### src/cadcm_pkg.sv
/*
  Package for the charge ADC mode control block: dataway function codes,
  subaddresses, mode word field positions, overflow limit and test timing.
  Assumes a 200 MHz clock and dataway strobes already synchronous to it.
*/
package cadcm_pkg;
  // Dataway function and subaddress codes
  localparam logic [4:0] F_READ_CH    = 5'h00;
  localparam logic [4:0] F_READ_CLR   = 5'h02;
  localparam logic [4:0] F_READ_MODE  = 5'h04;
  localparam logic [4:0] F_CLEAR      = 5'h09;
  localparam logic [4:0] F_WRITE_MODE = 5'h14;
  localparam logic [4:0] F_SELF_TEST  = 5'h19;
  localparam logic [3:0] A_MODE       = 4'hE;
  localparam logic [3:0] A_TEST       = 4'h0;
  localparam logic [3:0] A_CLEAR      = 4'h0;

  // Mode word layout
  localparam int VSN_LSB       = 0;
  localparam int VSN_W         = 8;
  localparam int BIT_CHAN_TAG  = 9;   // Mode bit R10
  localparam int BIT_FAST_PORT = 10;
  localparam int BIT_OVF_TAG   = 11;
  localparam int BIT_ZERO_SUP  = 12;
  localparam int BIT_SEQ       = 13;
  localparam int BIT_LAM_EN    = 14;
  localparam logic [15:0] MODE_WR_MASK  = 16'h7EFF;
  localparam logic [15:0] MODE_INIT_SET = 16'h7E00;
  localparam logic [15:0] MODE_RESET    = 16'h0000;

  // Data word layout
  localparam int DW_CH_LSB = 12;
  localparam int DW_OVF    = 15;

  // Conversion limits
  localparam int          ADC_W     = 12;
  localparam logic [11:0] OVF_LIMIT = 12'hF00;  // 3840

  // Timing
  localparam int CLK_MHZ      = 200;
  localparam int TEST_PEAK_NS = 500;
  localparam int TEST_PEAK_CYC = (TEST_PEAK_NS * CLK_MHZ) / 1000;
  localparam int GATE_W_NS    = 100;
  localparam int GATE_W_CYC   = (GATE_W_NS * CLK_MHZ) / 1000;

  typedef enum logic [1:0] {
    CADCM_IDLE = 2'b00,
    CADCM_TEST = 2'b01,
    CADCM_BUSY = 2'b11
  } cadcm_state_t;
endpackage : cadcm_pkg

### src/cadcm_mode_control.sv
/*
  Mode control of an eight-channel charge ADC: dataway commands, idle and
  busy sequencing, self-test pulse and gate, mode word and readout steering.
  Assumes the crate controller presents N, F, A and strobes synchronously,
  each strobe a single-cycle pulse; converter arrives one sample per cycle.
*/
module cadcm_mode_control
  import cadcm_pkg::*;
#(
  parameter int CHANNELS = 8
) (
  input  wire logic                  clock,
  input  wire logic                  rstn,
  input  wire logic                  ce,
  input  wire logic                  station_n,
  input  wire logic [4:0]            func,
  input  wire logic [3:0]            subaddr,
  input  wire logic                  strobe_s1,
  input  wire logic                  strobe_s2,
  input  wire logic                  init_z,
  input  wire logic                  clear_c,
  input  wire logic                  inhibit_i,
  input  wire logic [15:0]           write_data,
  output logic [15:0]                read_data,
  output logic                       q_resp,
  output logic                       lam,
  input  wire logic                  panel_gate,
  input  wire logic                  panel_clear,
  input  wire logic                  readout_done,
  input  wire logic                  conv_valid,
  input  wire logic [2:0]            conv_channel,
  input  wire logic [ADC_W-1:0]      conv_value,
  input  wire logic [ADC_W-1:0]      lower_window_level,
  input  wire logic [ADC_W-1:0]      upper_window_level,
  output logic                       test_charge,
  output logic                       int_gate,
  output logic                       busy,
  output logic                       convert_all,
  output logic                       sequential_readout_enable,
  output logic                       zero_suppress_enable,
  output logic                       fast_port_select,
  output logic [VSN_W-1:0]           virtual_station_number,
  output logic                       fast_port_word_valid,
  output logic                       overflow_flag,
  output logic [15:0]                data_word
);
  initial begin
    if (CHANNELS != 8) $error("cadcm_mode_control: eight channels only");
  end

  // How it works
  // RL1: F25 A0 on S2 starts test, Q=1
  // RL2: Test accepted only while idle
  // RL3: Test injects charge, gate at pulse peak
  // RL4: No panel gate during a running test
  // RL5: Value at or above 3840 flags overflow
  // RL6: Mode write F20 A14 S1, read F4 A14
  // RL7: Mode access only idle, Q true accepted
  // RL8: Init Z sets six mode bits, keeps number
  // RL9: Other clears leave mode word untouched
  // RL10: Low eight bits hold virtual station number
  // RL11: Channel tag bit clears data bits 13-15
  // RL12: Port bit picks fast port or dataway
  // RL13: Overflow tag bit clears data bit 16
  // RL14: Sequential plus suppress converts windowed channels
  // RL15: Sequential without suppress converts all eight
  // RL16: Addressed mode reads with F0/F2, A0-7
  // RL17: LAM only when enabled and data waits
  // RL18: Gate moves idle to busy; refuse until clear
  // RL19: Commands outside idle ignored, Q false; code still answers channel reads with Q true in busy
  // RL20: Mode bits 9 and 16 read zero

  cadcm_state_t      state_q, state_d;
  logic [15:0]       mode_q;
  logic [7:0]        tcnt_q;
  logic [CHANNELS-1:0] held_q;
  logic [CHANNELS-1:0][15:0] mem_q;
  logic              q_q;

  // Function decode
  wire addr_ok  = station_n;
  wire is_idle  = (state_q == CADCM_IDLE);
  wire cmd_test = addr_ok && strobe_s2 && func == F_SELF_TEST && subaddr == A_TEST;
  wire cmd_wr   = addr_ok && strobe_s1 && func == F_WRITE_MODE && subaddr == A_MODE;
  wire cmd_rd   = addr_ok && strobe_s1 && func == F_READ_MODE && subaddr == A_MODE;
  wire cmd_clr  = addr_ok && strobe_s2 && func == F_CLEAR && subaddr == A_CLEAR;
  wire cmd_chrd = addr_ok && strobe_s1 && (func == F_READ_CH || func == F_READ_CLR)
                  && !subaddr[3];
  wire cmd_chcl = cmd_chrd && func == F_READ_CLR;
  wire test_ok  = cmd_test && is_idle;  // [RL2]
  wire wr_ok    = cmd_wr && is_idle;    // [RL7]
  wire rd_ok    = cmd_rd && is_idle;    // [RL7]
  wire any_clear = init_z || clear_c || cmd_clr || panel_clear || readout_done;

  // Mode fields
  assign virtual_station_number    = mode_q[VSN_LSB +: VSN_W];  // [RL10]
  assign fast_port_select          = mode_q[BIT_FAST_PORT];
  assign zero_suppress_enable      = mode_q[BIT_ZERO_SUP];
  assign sequential_readout_enable = mode_q[BIT_SEQ];
  wire   lam_enable                = mode_q[BIT_LAM_EN];
  wire   seq_sup = sequential_readout_enable && zero_suppress_enable;
  // Addressed or plain sequential converts every channel
  assign convert_all = !seq_sup;  // [RL15] [RL16]

  // Window test decides which channels count in sequential mode with zero suppression
  wire in_window = conv_value >= lower_window_level && conv_value <= upper_window_level;
  wire keep_conv = conv_valid && state_q == CADCM_BUSY && (!seq_sup || in_window);  // [RL14]

  wire        tag_valid;
  wire [15:0] tag_word;
  wire        tag_ovf;
  logic [2:0] tag_ch_q;

  cadcm_tagger #(.CH_W(3)) u_tagger (
    .clock         (clock),
    .rstn          (rstn),
    .ce            (ce),
    .conv_valid    (keep_conv),
    .conv_channel  (conv_channel),
    .conv_value    (conv_value),
    .chan_tag_off  (mode_q[BIT_CHAN_TAG]),
    .ovf_tag_off   (mode_q[BIT_OVF_TAG]),
    .word_valid    (tag_valid),
    .word_data     (tag_word),
    .word_overflow (tag_ovf)
  );

  assign data_word     = tag_word;
  assign overflow_flag = tag_ovf;
  // Fast port sees words only when selected and sequential
  assign fast_port_word_valid = tag_valid && fast_port_select && sequential_readout_enable;  // [RL12]

  wire gate_in = panel_gate && !inhibit_i;  // Panel gate assumed quiet in test [RL4]

  // Sequencer
  always_comb begin
    state_d = state_q;
    case (state_q)
      CADCM_IDLE: begin
        if (test_ok) state_d = CADCM_TEST;
        else if (gate_in) state_d = CADCM_BUSY;  // [RL18]
      end
      CADCM_TEST: begin
        if (any_clear) state_d = CADCM_IDLE;
        else if (tcnt_q == 8'(TEST_PEAK_CYC + GATE_W_CYC)) state_d = CADCM_BUSY;  // [RL18]
      end
      CADCM_BUSY: begin
        if (any_clear) state_d = CADCM_IDLE;  // Gates refused meanwhile [RL18]
      end
      default: state_d = CADCM_IDLE;
    endcase
  end

  always_ff @(posedge clock or negedge rstn) begin
    if (!rstn) state_q <= CADCM_IDLE;
    else if (ce) state_q <= state_d;
  end

  // Test pulse timer; gate centred on the pulse peak
  always_ff @(posedge clock or negedge rstn) begin
    if (!rstn) tcnt_q <= 8'h00;
    else if (ce) tcnt_q <= (state_q == CADCM_TEST) ? tcnt_q + 8'h01 : 8'h00;
  end
  assign test_charge = (state_q == CADCM_TEST);  // [RL3]
  assign int_gate = test_charge && tcnt_q >= 8'(TEST_PEAK_CYC - GATE_W_CYC / 2)
                    && tcnt_q < 8'(TEST_PEAK_CYC + GATE_W_CYC / 2);  // [RL3]
  assign busy = (state_q != CADCM_IDLE);

  // Mode word: undefined at power-up, shown as zero; only Z touches it
  // besides a write, so ordinary clears keep the setup.
  always_ff @(posedge clock or negedge rstn) begin
    if (!rstn) mode_q <= MODE_RESET;
    else if (ce) begin
      if (init_z) mode_q <= mode_q | MODE_INIT_SET;  // [RL8] [RL9]
      else if (wr_ok) mode_q <= write_data & MODE_WR_MASK;  // [RL6] [RL20]
    end
  end

  // Channel store for dataway reads; held bits mark waiting data
  always_ff @(posedge clock or negedge rstn) begin
    if (!rstn) tag_ch_q <= 3'h0;
    else if (ce && keep_conv) tag_ch_q <= conv_channel;
  end

  always_ff @(posedge clock or negedge rstn) begin
    if (!rstn) begin
      held_q <= '0;
      mem_q  <= '0;
    end else if (ce) begin
      if (any_clear) held_q <= '0;
      else begin
        if (cmd_chcl && !fast_port_select) held_q[subaddr[2:0]] <= 1'b0;
        if (tag_valid && !fast_port_select) begin  // [RL12]
          held_q[tag_ch_q] <= 1'b1;
          mem_q[tag_ch_q]  <= tag_word;
        end
      end
    end
  end

  // Dataway answers
  wire ch_ok = cmd_chrd && !fast_port_select && held_q[subaddr[2:0]];  // [RL16] [RL12]
  always_ff @(posedge clock or negedge rstn) begin
    if (!rstn) begin
      q_q       <= 1'b0;
      read_data <= 16'h0000;
    end else if (ce) begin
      q_q <= test_ok || wr_ok || rd_ok || ch_ok;  // [RL1] [RL7] [RL19]
      if (rd_ok) read_data <= mode_q & MODE_WR_MASK;  // [RL6] [RL20]
      else if (ch_ok) read_data <= mem_q[subaddr[2:0]];
    end
  end
  assign q_resp = q_q;
  assign lam = lam_enable && !fast_port_select && |held_q;  // [RL17]
endmodule : cadcm_mode_control

### src/cadcm_tagger.sv
/*
  Data word former: flags overflow and tags channel and overflow bits
  according to the mode word. Assumes a one-cycle valid on conv_valid.
*/
module cadcm_tagger
  import cadcm_pkg::*;
#(
  parameter int CH_W = 3
) (
  input  wire logic              clock,
  input  wire logic              rstn,
  input  wire logic              ce,
  input  wire logic              conv_valid,
  input  wire logic [CH_W-1:0]   conv_channel,
  input  wire logic [ADC_W-1:0]  conv_value,
  input  wire logic              chan_tag_off,
  input  wire logic              ovf_tag_off,
  output logic                   word_valid,
  output logic [15:0]            word_data,
  output logic                   word_overflow
);
  initial begin
    if (CH_W != 3) $error("cadcm_tagger: channel field is three bits");
  end

  // Values in the reserved top codes are invalid
  wire is_ovf = (conv_value >= OVF_LIMIT);  // [RL5]
  wire [15:0] word_d = {(is_ovf & ~ovf_tag_off),  // [RL13]
                        (chan_tag_off ? 3'h0 : conv_channel),  // [RL11]
                        conv_value};

  // Registered so the data output holds steady for the reader
  always_ff @(posedge clock or negedge rstn) begin
    if (!rstn) begin
      word_valid    <= 1'b0;
      word_data     <= 16'h0000;
      word_overflow <= 1'b0;
    end else if (ce) begin
      word_valid <= conv_valid;
      if (conv_valid) begin
        word_data     <= word_d;
        word_overflow <= is_ovf;
      end
    end
  end
endmodule : cadcm_tagger
### config.mk
export PLATFORM = sky130hd
export DESIGN_NAME = cadcm_mode_control
export DESIGN_NICKNAME = d
export VERILOG_FILES = /design/src/cadcm_pkg.sv /design/src/cadcm_mode_control.sv /design/src/cadcm_tagger.sv
export SDC_FILE = /design/constraint.sdc
export NUM_CORES = 1
export LEC_CHECK = 0
export BUFFER_PORTS_ARGS = -buffer_cell sky130_fd_sc_hd__buf_2
export CAP_MARGIN = 10
export CELL_PAD_IN_SITES_DETAIL_PLACEMENT = 1
export CELL_PAD_IN_SITES_GLOBAL_PLACEMENT = 1
export CORE_MARGIN = 2
export CORE_UTILIZATION = 42
export DETAILED_ROUTE_END_ITERATION = 8
export PLACE_DENSITY = 0.86
export SETUP_SLACK_MARGIN = 0.5
export SYNTH_ARGS = -nofsm -noshare
export SYNTH_HDL_FRONTEND = slang
export SYNTH_HIERARCHICAL = 1
export SYNTH_SLANG_ARGS = --single-unit
### constraint.sdc
create_clock -name clock -period 2.2 [get_ports clock]
set_input_delay 0 -clock clock [delete_from_list [all_inputs] [get_ports clock]]
set_output_delay 0 -clock clock [all_outputs]
set_load 0.02 [all_outputs]
# --- Word-level counts from Yosys, hierarchy flattened ---
# Index checks and enable logic that the tools add are counted.
totals:
  reg_bits: 198
  in_bits: 77
  out_inout_bits: 51
  elab_cells: 136
classes:
  add_sub_neg: 1
  n_lt_le_gt_ge: 9
  n_eq_ne: 12
  n_mux: 28
  bitwise_logic: 7
  reduce_logical: 60
op_table:
  columns: ["cell", "n"]
  rows:
  - ["$bwmux 128", 1]
  - ["$mux 16", 4]
  - ["$bmux 16 s3", 1]
  - ["$demux 16 s3", 1]
  - ["$mux 8", 6]
  - ["$logic_and 1x1->1", 34]
  - ["$mux 15", 2]
  - ["$ge 12x12->1", 1]
  - ["$ge 12x12->1 const B", 1]
  - ["$le 12x12->1", 1]
  - ["$eq 5x5->1 const B", 2]
  - ["$mux 2", 5]
  - ["$logic_or 1x1->1", 9]
  - ["$add 8x1->8 const B", 1]
  - ["$and 8x8->8", 1]
  - ["$eq 8x7->1 const B", 1]
  - ["$ge 8x7->1 const B", 1]
  - ["$lt 3x4->1 const B", 2]
  - ["$lt 8x7->1 const B", 1]
  - ["$not 8->8", 1]
  - ["$or 8x8->8", 1]
  - ["$reduce_or 8->1", 1]
  - ["$demux 1 s3", 2]
  - ["$ge 3x1->1 const B", 2]
  - ["22 further kinds", 35]

# --- Logic depth before layout (Yosys ltp) ---
logic_depth:
  depth_word: 12
  depth_mapped: 10

# --- Cells and area by module ---
# Netlist, hierarchy kept.
by_module_without_submodules:
  columns: ["mod", "instances", "cells_each", "area_each_um2", "seq_area_each_um2"]
  rows:
  - ["cadcm_mode_control", 1, 796, 9218.8, 4504.3]
  - ["cadcm_tagger", 1, 45, 732.0, 450.4]

# --- Least setup slack after synthesis ---
# OpenSTA, ideal clock, no wires.
synth_timing:
  path_kind: "register to register"
  start: "register mode_q[10]"
  end: "register mem_q[54] (netlist name)"
  setup_time_ns: 0.125
  arrival_ns: 2.008
  required_ns: 2.075
  slack_ns: 0.066
  stages_incl_launch_ff: 7
  cell_sequence: "dfrtp_1 -> nand3b_1 -> or3_1 -> buf_6 -> nor3b_4 -> buf_12 -> mux2_4"
synth_via:
  elab_chain_len: 3
synth_lines:
  columns: ["element", "line", "source"]
  rows:
  - ["from (decl)", "cadcm_mode_control.sv:74", "logic [15:0] mode_q;"]
  - ["from (signal assigned)", "cadcm_mode_control.sv:174", "if (init_z) mode_q <= mode_q | MODE_INIT_SET;"]
  - ["from (signal assigned)", "cadcm_mode_control.sv:175", "else if (wr_ok) mode_q <= write_data & MODE_WR_MASK;"]
  - ["$logic_not 1->1", "cadcm_mode_control.sv:193", "if (tag_valid && !fast_port_select) begin"]
  - ["$logic_and 1x1->1", "cadcm_mode_control.sv:193", null]
  - ["$reduce_and 3->1 (no line)", null, null]
  - ["to (signal, indexed assignment)", "cadcm_mode_control.sv:195", "mem_q[tag_ch_q] <= tag_word;"]
  - ["to (decl)", "cadcm_mode_control.sv:77", "logic [CHANNELS-1:0][15:0] mem_q;"]
# No other way between the ends.
# A chain may end at the register's enable or synchronous reset.

# --- Worst setup path after layout ---
layout_timing:
  start: "register mode_q[10]"
  end: "register mem_q[15] (netlist name)"
# The elaborated chain is that of the path after synthesis.

==> summary.txt <==
Place
  • Placed Cells: 1,275
  • Gp weighted congestion: 0.821
  • Detailed placer's ending HPWL: 21.2 mm
  • Count of buffers inserted at the top-level ports: 125
  • Dpl ws: -236 ps

Power and ir drop
  • Worst vdd rail ir drop: 0.000565 V
  • Portion of total power attributed to sequential cells: 46.0%
  • Power per unit of standard cell area: 703 nW/um^2
  • Switching power share of the total: 34.7%
  • Clock share of power: 34.2%
  • Static leakage power: 6.68 nW
  • Gate power share: 19.9%
  • Post-route total power: 0.00954 W
  • Switching power total: 0.00331 W
  • Int Power: 0.00624 W

Route
  • DR vias: 9,250
  • Violation count after the first detailed-routing iteration: 989
  • Average wire per standard cell: 34.0 um
  • TritonRoute pass-1 iters: 5
  • Remaining number of nets flagged by the antenna check after routing: 0
  • Total detailed-routing wirelength: 47.9 mm
  • Via/cell ratio: 6.57
  • Final routed DRC violation total: 0

Setup path
  • Slowest-stage cell, CP: dfrtp_2
  • Family with the most delay on the worst path: buffers and inverters
  • Startpoint-to-endpoint class of the critical path: reg2reg
  • Crit-path most repeated cell: buf_6
  • CP Data Required Time: 2540 ps
  • Crit path launch type: flip-flop
  • Worst stage delay on the critical path: 430 ps
  • CP max FO: 15
  • CP arrival: 2560 ps
  • Count of buffering cells on the critical path with inverters included: 4
  • Sort of element at the end of the critical path: flip-flop
  • CP cell instances: nand3b_1, buf_4, buf_6, nor3_4, buf_6, nand2_4, buf_12, mux2_2

Die
  • Die Y: 158 um
  • Top-Level Pins: 128
  • Std-Cell Core Area: 23,300 um^2
  • Starting Density: 42.6%
  • Die X: 158 um
  • Number of standard-cell rows in the floorplan: 56
  • Die Footprint: 24,900 um^2

STA
  • Total negative slack for setup checks: -21.5 ps
  • Final period demand of the worst path: 2220 ps
  • Final Hold Violating Endpoints: 0
  • PnR worst setup slack: -21.5 ps
  • Final setup violation count: 1
  • Relative max-transition margin: 49.6%
  • Setup repair after global routing missed its margin: yes
  • Final clock skew: 22.3 ps
  • Slew @ Worst Pin: 756 ps
  • Final cycle utilization of the critical path: 101%
  • Final slew viol count: 0
  • Fmax: 0.450 GHz

Cells and area
  • P&R area growth vs syn: 36.4%
  • Final #Nets: 1,179
  • Fill cell count: 2,331
  • Layout Cells excl Fill: 1,408
  • Ratio of cells with drive above 1 in the final layout: 48.9%
  • Final core utilization: 58.2%

Yosys
  • Most numerous cell types in the synthesized netlist: dfrtp_1 (198), mux2_2 (129), nand2_1 (78), o21ai_0 (38)
  • Count of flip-flops with a built-in enable after synthesis: 0
  • Most numerous cell in the Yosys netlist: dfrtp_1
  • Post-synth top area share: 49.8%
  • Distinct cell type count after synthesis: 66
  • Register bit count reported by yosys: 198
  • Number of warning messages in the yosys log: 6
  • Mean cell area of the mapped netlist: 11.8 um^2
  • Mapped Area: 9950 um^2
  • Synth async-reset ratio: 100%
  • Dominant cell type by area after synthesis: dfrtp_1
  • Main flop type after synthesis: dfrtp_1
  • Largest cells by area after synthesis: dfrtp_1 (50%), mux2_2 (15%), ha_1 (3.4%), nand2_1 (2.9%), mux2i_1 (2.5%)
  • Sequential share of the synthesized area: 49.8%
  • Net Count, Synth: 945
  • Number of instances in the synthesized netlist: 841

CTS
  • Clock root buffer master: clkbuf_16
  • Clock sink total: 198
  • Total clock buffers created by CTS: 17
  • Clock tree from TritonCTS: done
  • Clock-pin slew on the worst setup and hold paths: 100 ps
  • H-Tree Depth: 4
  • Clock buffer depth: 2
  • Latest clock arrival within the worst-skew pair: 480 ps

Worst hold path
  • Type of the tightest min-delay check: in2reg

GRT
  • Antenna violations before repair: 3
  • Via count of the first global-routing pass: 9,584
  • Combined global-route utilization of all metal layers: 34.1%
  • Pin count of the biggest net entering global routing: 85
  • Residual overflow from global routing: 0
  • Global-route wire length before repair: 61.7 mm

Run
  • Maximum Capacitance Violations: 0

Run status
  • Violated checks: negative setup slack
  • Outcome: finished, violations left
state kept, by name, indices dropped and copies added, names as in the netlist:
register,cells
held_q,8
mem_q,128
mode_q,14
q_resp,1
read_data,16
state_q,2
tag_ch_q,3
tcnt_q,8
u_tagger/word_data,16
u_tagger/word_overflow,1
u_tagger/word_valid,1
final timing paths:
check	start	endpoint	slack (ps)	cells past startpoint
setup reg to reg	mode_q[10]	mem_q[15]	-20	8
setup / recovery	mode_q[10]	mem_q[15]	-20	8
min in group asynchronous	rstn	mem_q[74]	180	2
max in group asynchronous	rstn	mem_q[43]	1240	3
hold / removal	func[3]	state_q[1]	70	4
hold reg to reg	read_data[9]	read_data[9]	480	1
through the flow:
stage	area (um^2)	hold slack, ps
global placement	11300	113
finish	13600	74.3
detailed placement	11300	113
global route	13600	70.4
CTS	12900	9.69
floorplan	10100	-296
cells in the final DEF (no fill, tap or decap), drive strengths merged, types with 3 or more instances in the layout:
cell type and instances:
clkinvlp 3, nor3b 6, mux4 7, o41ai 3, nor3 10, nand3 15
o31ai 9, a311oi 4, nor2 35, buf 227, nand2 81, dlygate4sd3 30
mux2 154, a21o 9, nand4 8, inv 37, a21oi 22, a22o 5
and3 7, a22oi 10, a211oi 8, clkinv 6, nor2b 12, dfrtp 198
mux2i 25, nor4 7, ha 27, nand3b 4, o22ai 5, a221oi 4
clkbuf 25, o21ai 40, nand2b 10, o22a 6
cell families after synthesis:
family	after synthesis	share of synthesized area [%]
simple gates	203	10.7
flops	198	49.8
mux	186	22.1
compound gates	142	9.76
buf+inv	85	4.26
fa+ha+maj	27	3.39
per-layer routing:
metal	GRT usage, %	up-vias	part of all wire, %
li1	-	3518	-
met1	39.1	4657	35
met2	58.2	723	48
met3	7.28	350	8.4
met4	21.3	2	9.3
met5	0	-	0.033
tightest hold or removal path, stage by stage:
cell and delay (ps):
buf_2 120, nand4_2 100, o311ai_0 150, o21ai_0 120
layout make-up:
type                            count  area [um^2]  area share (%)
Inverter                           34          149            1.10
Antenna cell                        1         2.50          0.0184
Multi-Input combinational cell    561         5300            39.0
Tap cell                          319          399            2.94
Sequential cell                   198         4970            36.6
Timing Repair Buffer              263         2190            16.2
Clock inverter                     13          121           0.894
Clock buffer                       19          443            3.26
repair_timing:
item,in CTS,in global routing
hold endpoints to repair,112,0
setup buffers,39,19
pin swaps,30,28
resized for setup,90,89
hold buffers,30,0
endpoints found under the setup margin,188,197
gates cloned,7,5
power by group through the flow:
| stage | sequential (W) | clock, W | combinational, W |
|---|---|---|---|
| 3_3_place_gp | 0.00433 | 0 | 0.00122 |
| 2_1_floorplan | 0.00425 | 0 | 0.000644 |
| 5_1_grt | 0.00438 | 0.00338 | 0.00197 |
| 4_1_cts | 0.00427 | 0.00312 | 0.00151 |
| 6_report | 0.00439 | 0.00326 | 0.00190 |
| 3_5_place_dp | 0.00435 | 0 | 0.00128 |
Note: power is estimated with default switching activity, not from simulation.
